## src/inc/timer8_defs.vh

```
`ifndef TIMER8_DEFS_VH
`define TIMER8_DEFS_VH

// Register indices; byte address is four times the index
`define IDX_T2_CMP   16'h0F5A
`define IDX_T2_CK    16'h0F5E
`define IDX_T0_CMP   16'h3F52
`define IDX_T0_MODE  16'h3F54
`define IDX_T0_CK    16'h3F56
`define IDX_T2_MODE  16'h3F5C
`define IDX_T1_CMP   16'h3F53
`define IDX_T1_MODE  16'h3F55
`define IDX_T1_CK    16'h3F57
`define IDX_T3_CMP   16'h0F5B
`define IDX_T3_MODE  16'h3F5D
`define IDX_T3_CK    16'h0F5F
`define IDX_ROUTE    16'h3F60
`define IDX_STATUS   16'h3F61
`define IDX_CNT0     16'h3F64
`define IDX_CNT1     16'h3F65
`define IDX_CNT2     16'h3F66
`define IDX_CNT3     16'h3F67

// Mode register fields
`define MODE_CKSEL_HI  2
`define MODE_CKSEL_LO  0
`define MODE_EN        3
`define MODE_PWM       4
`define MODE_MEAS      5
`define MODE_POL       6
`define MODE_ADDP      7

// Prescale select register fields
`define CK_PS_EN       0
`define CK_TAP         1
`define CK_APOS_HI     5
`define CK_APOS_LO     4

// Count clock source codes (bits 1:0 of the select field)
`define SRC_SYS        2'h0
`define SRC_PRESCALE   2'h1

// Route register fields
`define ROUTE_S0_T2    0
`define ROUTE_S2_T3    1

`define REG_RESET      8'h00
`define CNT_ZERO       8'h00
`define CNT_MAX        8'hFF
`define FRAME_LAST     2'h3

`endif

```

## src/timer8_pwm_and_serial_clock.v

```verilog
// Behaviour
// RULE1: In PWM mode one period is a full 8-bit counter run ending at overflow.
// RULE2: Polarity clear: PWM source high while counter runs from zero to compare.
// RULE3: After compare match, PWM source low until counter overflows.
// RULE4: With counting stopped, PWM output is held high.
// RULE5: Additional pulse mode lengthens chosen periods by one count in a 4-period frame.
// RULE6: Position field: 00 none, 01 period 2, 10 periods 1,3, 11 periods 1,2,3.
// RULE7: With additional pulses, interrupt once per frame at the fourth period.
// RULE8: Writing the compare register clears the binary counter.
// RULE9: Selecting PWM changes the initial output level from low to high.
// RULE10: PWM operation when mode bit 4 is one and bit 5 is zero.
// RULE11: Mode bit 3 one runs the timer, zero stops it.
// RULE12: Mode bits 2..0 pick the count clock; X01 selects the prescaler.
// RULE13: Prescaler gives half system clock when bits 2..1 are X0 and bit 0 set.
// RULE14: Serial transfer clock is half the compare-set frequency.
// RULE15: Timer 1 feeds serial 0, timer 2 serial 0 and 2, timer 3 serial 2.
// RULE16: Only timers 0 and 2 provide PWM, each on its own pin.
// RULE17: Software uses normal mode, PWM and measure flags zero, for serial clocks.
// RULE18: Software stops counting, sets mode, clock and compare, then enables.
// RULE19: Normal mode: compare match clears counter and inverts timer output.
// RULE20: Compare write while stopped forces the timer output low.
// RULE21: Counter increments per count clock and wraps from 0xFF to zero.
// RULE22: The additional pulse frame counter restarts at period 0 when enabled.
`timescale 1ns/1ns
`include "timer8_defs.vh"

// ****************************************
// One 8-bit timer channel
// ****************************************
module timer8_channel #(
    parameter PWM_CAPABLE = 1
) (
    // Clock and reset
    input  wire       mclk,
    input  wire       rst_n,
    // Configuration
    input  wire [7:0] modeReg,
    input  wire [7:0] prescaleReg,
    input  wire [7:0] compareReg,
    input  wire       compareWr,
    // Results
    output reg        pinOut_q,
    output reg        irq_q,
    output reg  [7:0] binaryCounter_q
);
    reg  [1:0] prescaleCnt_q;
    reg  [1:0] frame_q;
    reg        toggle_q;
    reg        countTick;
    reg        addThis;
    wire       running  = modeReg[`MODE_EN];
    wire       pwmMode  = (PWM_CAPABLE != 0) && modeReg[`MODE_PWM]
                          && !modeReg[`MODE_MEAS]; // [RULE10] [RULE16]
    wire       addMode  = modeReg[`MODE_ADDP];
    wire [1:0] addPos   = prescaleReg[`CK_APOS_HI:`CK_APOS_LO];
    wire       overflow = (binaryCounter_q == `CNT_MAX);
    wire       match    = (binaryCounter_q == compareReg);
    wire       psTick;
    wire       pwmHigh;

    // ****************************************
    // Count clock
    // ****************************************
    // Prescaler: tap 0 halves the system clock, tap 1 quarters it
    assign psTick = prescaleReg[`CK_PS_EN] &&
                    (prescaleReg[`CK_TAP] ? (prescaleCnt_q == 2'h3)
                                          : prescaleCnt_q[0]); // [RULE13]

    // Count clock selection; sources outside this block never tick
    always @* begin
        case (modeReg[1:0])
            `SRC_SYS:      countTick = running;
            `SRC_PRESCALE: countTick = running && psTick; // [RULE12] [RULE11]
            default:       countTick = 1'b0;
        endcase
    end

    // ****************************************
    // PWM waveform
    // ****************************************
    // Which frame periods get the extra count
    always @* begin
        case (addPos)
            2'h1:    addThis = (frame_q == 2'h2);
            2'h2:    addThis = (frame_q == 2'h1) || (frame_q == 2'h3);
            2'h3:    addThis = (frame_q != 2'h0);
            default: addThis = 1'b0;
        endcase // [RULE6]
    end

    // High below compare; one extra count when the frame slot asks for it
    assign pwmHigh = (binaryCounter_q < compareReg) ||
                     (match && addMode && addThis); // [RULE2] [RULE3] [RULE5]

    // ****************************************
    // Counters
    // ****************************************
    // Phase restarts when disabled, so the first tick is always one tap away
    always @(posedge mclk or negedge rst_n) begin
        if (!rst_n) begin
            prescaleCnt_q <= 2'h0;
        end else if (!prescaleReg[`CK_PS_EN]) begin
            prescaleCnt_q <= 2'h0;
        end else begin
            prescaleCnt_q <= prescaleCnt_q + 2'h1;
        end
    end

    // A compare write outranks a tick, so the count restarts exactly at zero
    always @(posedge mclk or negedge rst_n) begin
        if (!rst_n) begin
            binaryCounter_q <= `CNT_ZERO;
            frame_q         <= 2'h0;
            toggle_q        <= 1'b0;
            irq_q           <= 1'b0;
        end else begin
            irq_q <= 1'b0;
            if (!running) begin
                frame_q <= 2'h0; // [RULE22]
            end
            if (compareWr) begin
                binaryCounter_q <= `CNT_ZERO; // [RULE8]
                if (!running) begin
                    toggle_q <= 1'b0; // [RULE20]
                end
            end else if (countTick && pwmMode) begin
                binaryCounter_q <= binaryCounter_q + 8'h01; // [RULE21] [RULE1]
                if (overflow) begin
                    frame_q <= frame_q + 2'h1;
                    irq_q   <= !addMode || (frame_q == `FRAME_LAST); // [RULE7]
                end
            end else if (countTick) begin
                if (match) begin
                    binaryCounter_q <= `CNT_ZERO; // [RULE19]
                    toggle_q        <= !toggle_q; // [RULE19] [RULE14]
                    irq_q           <= 1'b1;
                end else begin
                    binaryCounter_q <= binaryCounter_q + 8'h01; // [RULE21]
                end
            end
        end
    end

    // ****************************************
    // Pin
    // ****************************************
    // Pin level: PWM idles high when stopped, normal mode shows the toggle
    always @(posedge mclk or negedge rst_n) begin
        if (!rst_n) begin
            pinOut_q <= 1'b0;
        end else if (pwmMode) begin
            if (!running) begin
                pinOut_q <= 1'b1; // [RULE4] [RULE9]
            end else begin
                pinOut_q <= pwmHigh ^ modeReg[`MODE_POL];
            end
        end else begin
            pinOut_q <= toggle_q;
        end
    end
endmodule

// ****************************************
// Top: AHB-Lite register file and four timers
// ****************************************
module timer8_pwm_and_serial_clock (
    // Clock and reset
    input  wire        mclk,
    input  wire        rst_n,
    // AHB-Lite slave
    input  wire        hsel,
    input  wire [31:0] haddr,
    input  wire [1:0]  htrans,
    input  wire        hwrite,
    input  wire [2:0]  hsize,
    input  wire [31:0] hwdata,
    input  wire        hready,
    output reg  [31:0] hrdata,
    output reg         hreadyout,
    output reg         hresp,
    // Timer pins and events
    output reg  [3:0]  timerIoPin,
    output reg  [3:0]  timerIrq,
    // Serial transfer clocks
    output reg         serialClk0,
    output reg         serialClk2
);
    reg  [7:0]  modeQ    [0:3];
    reg  [7:0]  prescQ   [0:3];
    reg  [7:0]  cmpQ     [0:3];
    reg  [7:0]  routeQ;
    reg  [15:0] addrIdx_q;
    reg         wrPend_q;
    reg         rdPend_q;
    reg  [7:0]  rdMux;
    reg  [3:0]  cmpWr;
    wire [3:0]  pinW;
    wire [3:0]  irqW;
    wire [7:0]  cntW     [0:3];
    wire        addrPhase = hsel && htrans[1] && hready;
    integer     i;

    // ****************************************
    // Timer channels
    // ****************************************
    // Only timers 0 and 2 are built with the PWM path
    genvar g;
    generate
        for (g = 0; g < 4; g = g + 1) begin : chan
            timer8_channel #(
                .PWM_CAPABLE ((g == 0) || (g == 2)) // [RULE16]
            ) u_chan (
                .mclk            (mclk),
                .rst_n           (rst_n),
                .modeReg         (modeQ[g]),
                .prescaleReg     (prescQ[g]),
                .compareReg      (cmpQ[g]),
                .compareWr       (cmpWr[g]),
                .pinOut_q        (pinW[g]),
                .irq_q           (irqW[g]),
                .binaryCounter_q (cntW[g])
            );
        end
    endgenerate

    // ****************************************
    // Bus phases
    // ****************************************
    // Reads take one wait state so a write just before is already visible
    always @(posedge mclk or negedge rst_n) begin
        if (!rst_n) begin
            addrIdx_q <= 16'h0000;
            wrPend_q  <= 1'b0;
            rdPend_q  <= 1'b0;
            hreadyout <= 1'b1;
            hrdata    <= 32'h00000000;
            hresp     <= 1'b0;
        end else begin
            hresp <= 1'b0;
            if (rdPend_q) begin
                rdPend_q  <= 1'b0;
                hreadyout <= 1'b1;
                hrdata    <= {24'h000000, rdMux};
            end else begin
                wrPend_q <= addrPhase && hwrite;
                rdPend_q <= addrPhase && !hwrite;
                if (addrPhase) begin
                    addrIdx_q <= haddr[17:2];
                    hreadyout <= hwrite;
                end
            end
        end
    end

    // Write strobes for compare registers
    always @* begin
        cmpWr = 4'h0;
        if (wrPend_q) begin
            case (addrIdx_q)
                `IDX_T0_CMP: cmpWr = 4'h1;
                `IDX_T1_CMP: cmpWr = 4'h2;
                `IDX_T2_CMP: cmpWr = 4'h4;
                `IDX_T3_CMP: cmpWr = 4'h8;
                default:     cmpWr = 4'h0;
            endcase
        end
    end

    // ****************************************
    // Register file
    // ****************************************
    always @(posedge mclk or negedge rst_n) begin
        if (!rst_n) begin
            for (i = 0; i < 4; i = i + 1) begin
                modeQ[i]  <= `REG_RESET;
                prescQ[i] <= `REG_RESET;
                cmpQ[i]   <= `REG_RESET;
            end
            routeQ <= `REG_RESET;
        end else if (wrPend_q) begin
            case (addrIdx_q)
                `IDX_T0_MODE: modeQ[0]  <= hwdata[7:0];
                `IDX_T1_MODE: modeQ[1]  <= hwdata[7:0];
                `IDX_T2_MODE: modeQ[2]  <= hwdata[7:0];
                `IDX_T3_MODE: modeQ[3]  <= hwdata[7:0];
                `IDX_T0_CK:   prescQ[0] <= hwdata[7:0];
                `IDX_T1_CK:   prescQ[1] <= hwdata[7:0];
                `IDX_T2_CK:   prescQ[2] <= hwdata[7:0];
                `IDX_T3_CK:   prescQ[3] <= hwdata[7:0];
                `IDX_T0_CMP:  cmpQ[0]   <= hwdata[7:0];
                `IDX_T1_CMP:  cmpQ[1]   <= hwdata[7:0];
                `IDX_T2_CMP:  cmpQ[2]   <= hwdata[7:0];
                `IDX_T3_CMP:  cmpQ[3]   <= hwdata[7:0];
                `IDX_ROUTE:   routeQ    <= {6'h00, hwdata[1:0]};
                default:      routeQ    <= routeQ;
            endcase
        end
    end

    // Unmapped indices read as zero
    always @* begin
        case (addrIdx_q)
            `IDX_T0_MODE: rdMux = modeQ[0];
            `IDX_T1_MODE: rdMux = modeQ[1];
            `IDX_T2_MODE: rdMux = modeQ[2];
            `IDX_T3_MODE: rdMux = modeQ[3];
            `IDX_T0_CK:   rdMux = prescQ[0];
            `IDX_T1_CK:   rdMux = prescQ[1];
            `IDX_T2_CK:   rdMux = prescQ[2];
            `IDX_T3_CK:   rdMux = prescQ[3];
            `IDX_T0_CMP:  rdMux = cmpQ[0];
            `IDX_T1_CMP:  rdMux = cmpQ[1];
            `IDX_T2_CMP:  rdMux = cmpQ[2];
            `IDX_T3_CMP:  rdMux = cmpQ[3];
            `IDX_ROUTE:   rdMux = routeQ;
            `IDX_STATUS:  rdMux = {4'h0, pinW};
            `IDX_CNT0:    rdMux = cntW[0];
            `IDX_CNT1:    rdMux = cntW[1];
            `IDX_CNT2:    rdMux = cntW[2];
            `IDX_CNT3:    rdMux = cntW[3];
            default:      rdMux = 8'h00;
        endcase
    end

    // ****************************************
    // Pins and serial clock routing
    // ****************************************
    // Serial clocks are the toggled timer outputs, so half the compare rate
    always @(posedge mclk or negedge rst_n) begin
        if (!rst_n) begin
            timerIoPin <= 4'h0;
            timerIrq   <= 4'h0;
            serialClk0 <= 1'b0;
            serialClk2 <= 1'b0;
        end else begin
            timerIoPin <= pinW;
            timerIrq   <= irqW;
            serialClk0 <= routeQ[`ROUTE_S0_T2] ? pinW[2] : pinW[1]; // [RULE15] [RULE14]
            serialClk2 <= routeQ[`ROUTE_S2_T3] ? pinW[3] : pinW[2]; // [RULE15]
        end
    end
endmodule

```

## config.mk

```make
export PLATFORM = sky130hd
export DESIGN_NAME = timer8_pwm_and_serial_clock
export DESIGN_NICKNAME = d
export VERILOG_FILES = /design/src/timer8_pwm_and_serial_clock.v
export VERILOG_INCLUDE_DIRS = /design/src /design/src/inc
export SDC_FILE = /design/constraint.sdc
export NUM_CORES = 1
export LEC_CHECK = 0
export ABC_AREA = 1
export BUFFER_PORTS_ARGS = -buffer_cell sky130_fd_sc_hd__buf_2
export CAP_MARGIN = 20
export CORE_ASPECT_RATIO = 1.4
export CORE_MARGIN = 1
export CORE_UTILIZATION = 42
export CTS_CLUSTER_SIZE = 24
export DETAILED_ROUTE_END_ITERATION = 16
export SETUP_SLACK_MARGIN = 0.2
export SLEW_MARGIN = 0
export SYNTH_ARGS = -nofsm -noshare
export SYNTH_HDL_FRONTEND = slang
export SYNTH_SLANG_ARGS = --single-unit
```

## constraint.sdc

```tcl
create_clock -name mclk -period 1.8 [get_ports mclk]
set_input_delay 0.27 -clock mclk [delete_from_list [all_inputs] [get_ports mclk]]
set_output_delay 0.27 -clock mclk [all_outputs]
set_load 0.05 [all_outputs]
```

==> impl_metrics.env <==
export IMPL_reg2reg_to="chan[1].u_chan.toggle_q$_DFFE_PN0P_"
export IMPL_grt_ovfl_total=0
export IMPL_syn_avg_cell_area_um2=8.25
export IMPL_worst_skew_pair_late_latency_ns=0.45
export IMPL_num_antenna_cells=0
export IMPL_p_leak_nw=7.49
export IMPL_skew_ns=0.0115
export IMPL_syn_inst=1267
export IMPL_path_clk_slew_ns=0.07
export IMPL_cp_startpoint="addrIdx_q[5]$_DFFE_PN0P_"
export IMPL_cpLargestDelayFamily="simple AND/OR/NAND/NOR gates"
export IMPL_max_slew_margin_rel_pct=43.3
export IMPL_slew_viol_final=0
export IMPL_netlist_top_cells_count="nand2_1, dfrtp_1, nand3_1"
export IMPL_core_mm2=0.0242
export IMPL_grtUsageMet1_pct=31.2
export IMPL_seqCellArea_mm2=0.00479
export IMPL_hold_depth=2
export IMPL_dp_hpwl_mm=22.4
export IMPL_synth_largest_area_cell="dfrtp_1"
export IMPL_rrSetupSlack_ns=-0.06
export IMPL_syn_area_mm2=0.0105
export IMPL_via_count=9568
export IMPL_maxCapViolations=0
export IMPL_ant_nets=0
export IMPL_cts_sinks=191
export IMPL_fin_tns_setup_ns=-0.473
export IMPL_cts_max_path_buffers=2
export IMPL_min_period_ns=1.86
export IMPL_hold_class="input port to register"
export IMPL_first_iter_violations=686
export IMPL_synth_edf_count=0
export IMPL_crit_end="chan[1].u_chan.toggle_q$_DFFE_PN0P_"
export IMPL_synth_top_area_share_pct=45.5
export IMPL_first_pass_iters=5
export IMPL_drc=0
export IMPL_antenna_found_initial=0
export IMPL_grt_pass1_vias=8978
export IMPL_cts_max_level=4
export IMPL_area_growth_pct=38.6
export IMPL_crit_chain="buf_6 -> nor2_4 -> nand2_8 -> buf_12 -> nor2_8 -> nand3_4 -> buf_6 -> nand2_8 -> nand2_4 -> o22a_1"
export IMPL_violations="setup timing"
export IMPL_die_h_um=189
export IMPL_async_flop_share_pct=100
export IMPL_avgRoutedWirePerCell_um=18.0
export IMPL_power_mw=9.35
export IMPL_cp_num_cells=10
export IMPL_grt_usage_pct=25.9
export IMPL_final_layout_size_suffix_gt1_share_pct=36.9
export IMPL_numCtsBuffers=17
export IMPL_endpoint_kind="register"
export IMPL_cp_required_ns=2.13
export IMPL_fillers=2073
export IMPL_cp_arrival_ns=2.20
export IMPL_cts_tree="built"
export IMPL_yosysWarnings=0
export IMPL_timing_fmax_ghz=0.537
export IMPL_layout_nets=1606
export IMPL_max_slew_worst_pin_slew_ns=0.850
export IMPL_worstPathMaxFanout=8
export IMPL_dieArea_mm2=0.0255
export IMPL_grt_pass1_wl_mm=49.1
export IMPL_rows=67
export IMPL_rsz0062_at_grt="yes"
export IMPL_outcome="finished, violations left"
export IMPL_die_w_um=135
export IMPL_crit_type="register to register"
export IMPL_hold_viol=0
export IMPL_fin_crit_sh_pct=103
export IMPL_multi_input_comb_area_mm2=0.00586
export IMPL_use_met2_pct=43.5
export IMPL_via_per_inst=5.25
export IMPL_synth_cell_types=42
export IMPL_synth_seq_cells=191
export IMPL_cp_num_buf_inv=3
export IMPL_rr_startpoint="addrIdx_q[5]$_DFFE_PN0P_"
export IMPL_dpl_worst_slack_ns=-0.134
export IMPL_holdCritStartpoint="haddr[10]"
export IMPL_routed_wl_mm=32.8
export IMPL_fin_ws_ns=-0.0622
export IMPL_globalplace_congestion=0.928
export IMPL_grt_start_max_net_pins=46
export IMPL_slowest_delay_ns=0.39
export IMPL_yosysMostFrequentCell="nand2_1"
export IMPL_yosysSeqAreaShare_pct=45.7
export IMPL_critPathLaunchType="register"
export IMPL_cts_root_buffer="clkbuf_16"
export IMPL_yosys_most_used_dff="dfrtp_1"
export IMPL_initial_core_util_pct=43.1
export IMPL_vdd_drop_max_v=0.000711
export IMPL_top_usage_layer="met2"
export IMPL_power_density_mw_per_mm2=645
export IMPL_critPathSlowestCell="dfrtp_1"
export IMPL_portBuffers=48
export IMPL_ioPinCount=118
export IMPL_reg2reg_depth=10
export IMPL_setup_viol=23
export IMPL_gr_usage_met3_pct=4.17
export IMPL_synthTopCellsByArea="dfrtp_1, nand2_1, nand3_1"
## layout by cell type, fill, tap and decap left out, drive strengths merged, types with 3 or more instances in the layout
master	netlist	routed
ha	32	32
buf	56	242
nor3	9	9
nand3b	3	3
nand4	11	11
clkbuf	8	24
xnor2	14	14
conb	1	25
clkinv	0	6
inv	125	128
mux2	9	9
o21ai	108	108
nand2	307	308
a21oi	33	33
a31oi	3	3
dfrtp	190	190
nand3	157	157
xor2	9	9
nor2	136	139
o21bai	6	6
o21a	39	39
## cells by family (layout without fill, tap and decap cells)
logic type                 after synthesis  in the layout  share of synthesized area (%)
other                                    1             25                         0.0359
DFF                                    191            191                           45.7
adders and majority gates               32             32                           3.83
muxes                                    9              9                          0.970
AOI/OAI and AO/OA                      195            195                           10.6
xor gates and xnor gates                23             23                           1.93
buffers and inverters                  189            406                           8.74
and+or+nand+nor                        627            631                           28.1
## power by group
group | internal (mW) | switching (mW)
registers | 4.38 | 0.0726
clock network | 2.08 | 1.72
logic | 0.379 | 0.710
## registers in the layout (all words and copies together) (netlist names)
register / cells
prescQ: 32
addrIdx_q: 16
chan.u_chan.binaryCounter_q: 32
rdPend_q: 1
chan.u_chan.irq_q: 4
timerIoPin: 4
wrPend_q: 1
routeQ: 2
hreadyout: 1
timerIrq: 4
modeQ: 32
chan.u_chan.pinOut_q: 4
cmpQ: 32
hrdata: 8
chan.u_chan.frame_q: 4
serialClk0: 1
serialClk2: 1
chan.u_chan.prescaleCnt_q: 8
chan.u_chan.toggle_q: 4
## cell type report
type | count | share of cell area, %
Multi-Input combinational cell | 915 | 40.4
Tap cell | 310 | 2.68
Timing Repair Buffer | 250 | 16.4
Sequential cell | 191 | 33.1
Inverter | 125 | 3.41
Clock buffer | 18 | 3.03
Clock inverter | 13 | 0.958
## through the flow
stage / instance area, µm² / utilization (%) / hold slack, ns / cells
3_5_place_dp: 11700 / 48.5 / 0.237 / 1692
3_3_place_gp: 11700 / 48.5 / 0.235 / 1692
2_1_floorplan: 10600 / - / -0.0256 / 1291
4_1_cts: 13200 / 54.4 / 0.0319 / 1764
6_report: 14500 / 59.8 / 0.0495 / 1822
5_1_grt: 14500 / 59.8 / 0.0338 / 1822
## routing by layer
layer  part of all wire, %  wire (µm)
met4                   6.3       2060
met2                    50      16400
met1                    39      12900
met3                   4.7       1540
met5                     0          0
## worst min path at each step
stage                                           to  slack (ns)
after floorplan           addrIdx_q[0]$_DFFE_PN0P_       -0.03
after global placement        cmpQ[29]$_DFFE_PN0P_        0.23
after detailed placement      cmpQ[29]$_DFFE_PN0P_        0.24
after CTS                 addrIdx_q[8]$_DFFE_PN0P_        0.03
after global routing      addrIdx_q[8]$_DFFE_PN0P_        0.03
final                     addrIdx_q[8]$_DFFE_PN0P_        0.05
## repair_timing
action / CTS / global route
pin swaps: 42 / 98
gates resized for setup: 140 / 220
hold endpoints to repair: 38 / 0
setup buffers: 33 / 52
hold buffers: 2 / 0
setup endpoints to repair: 151 / 164
cloned: 6 / 6
Power figures use the tool's default switching activity.
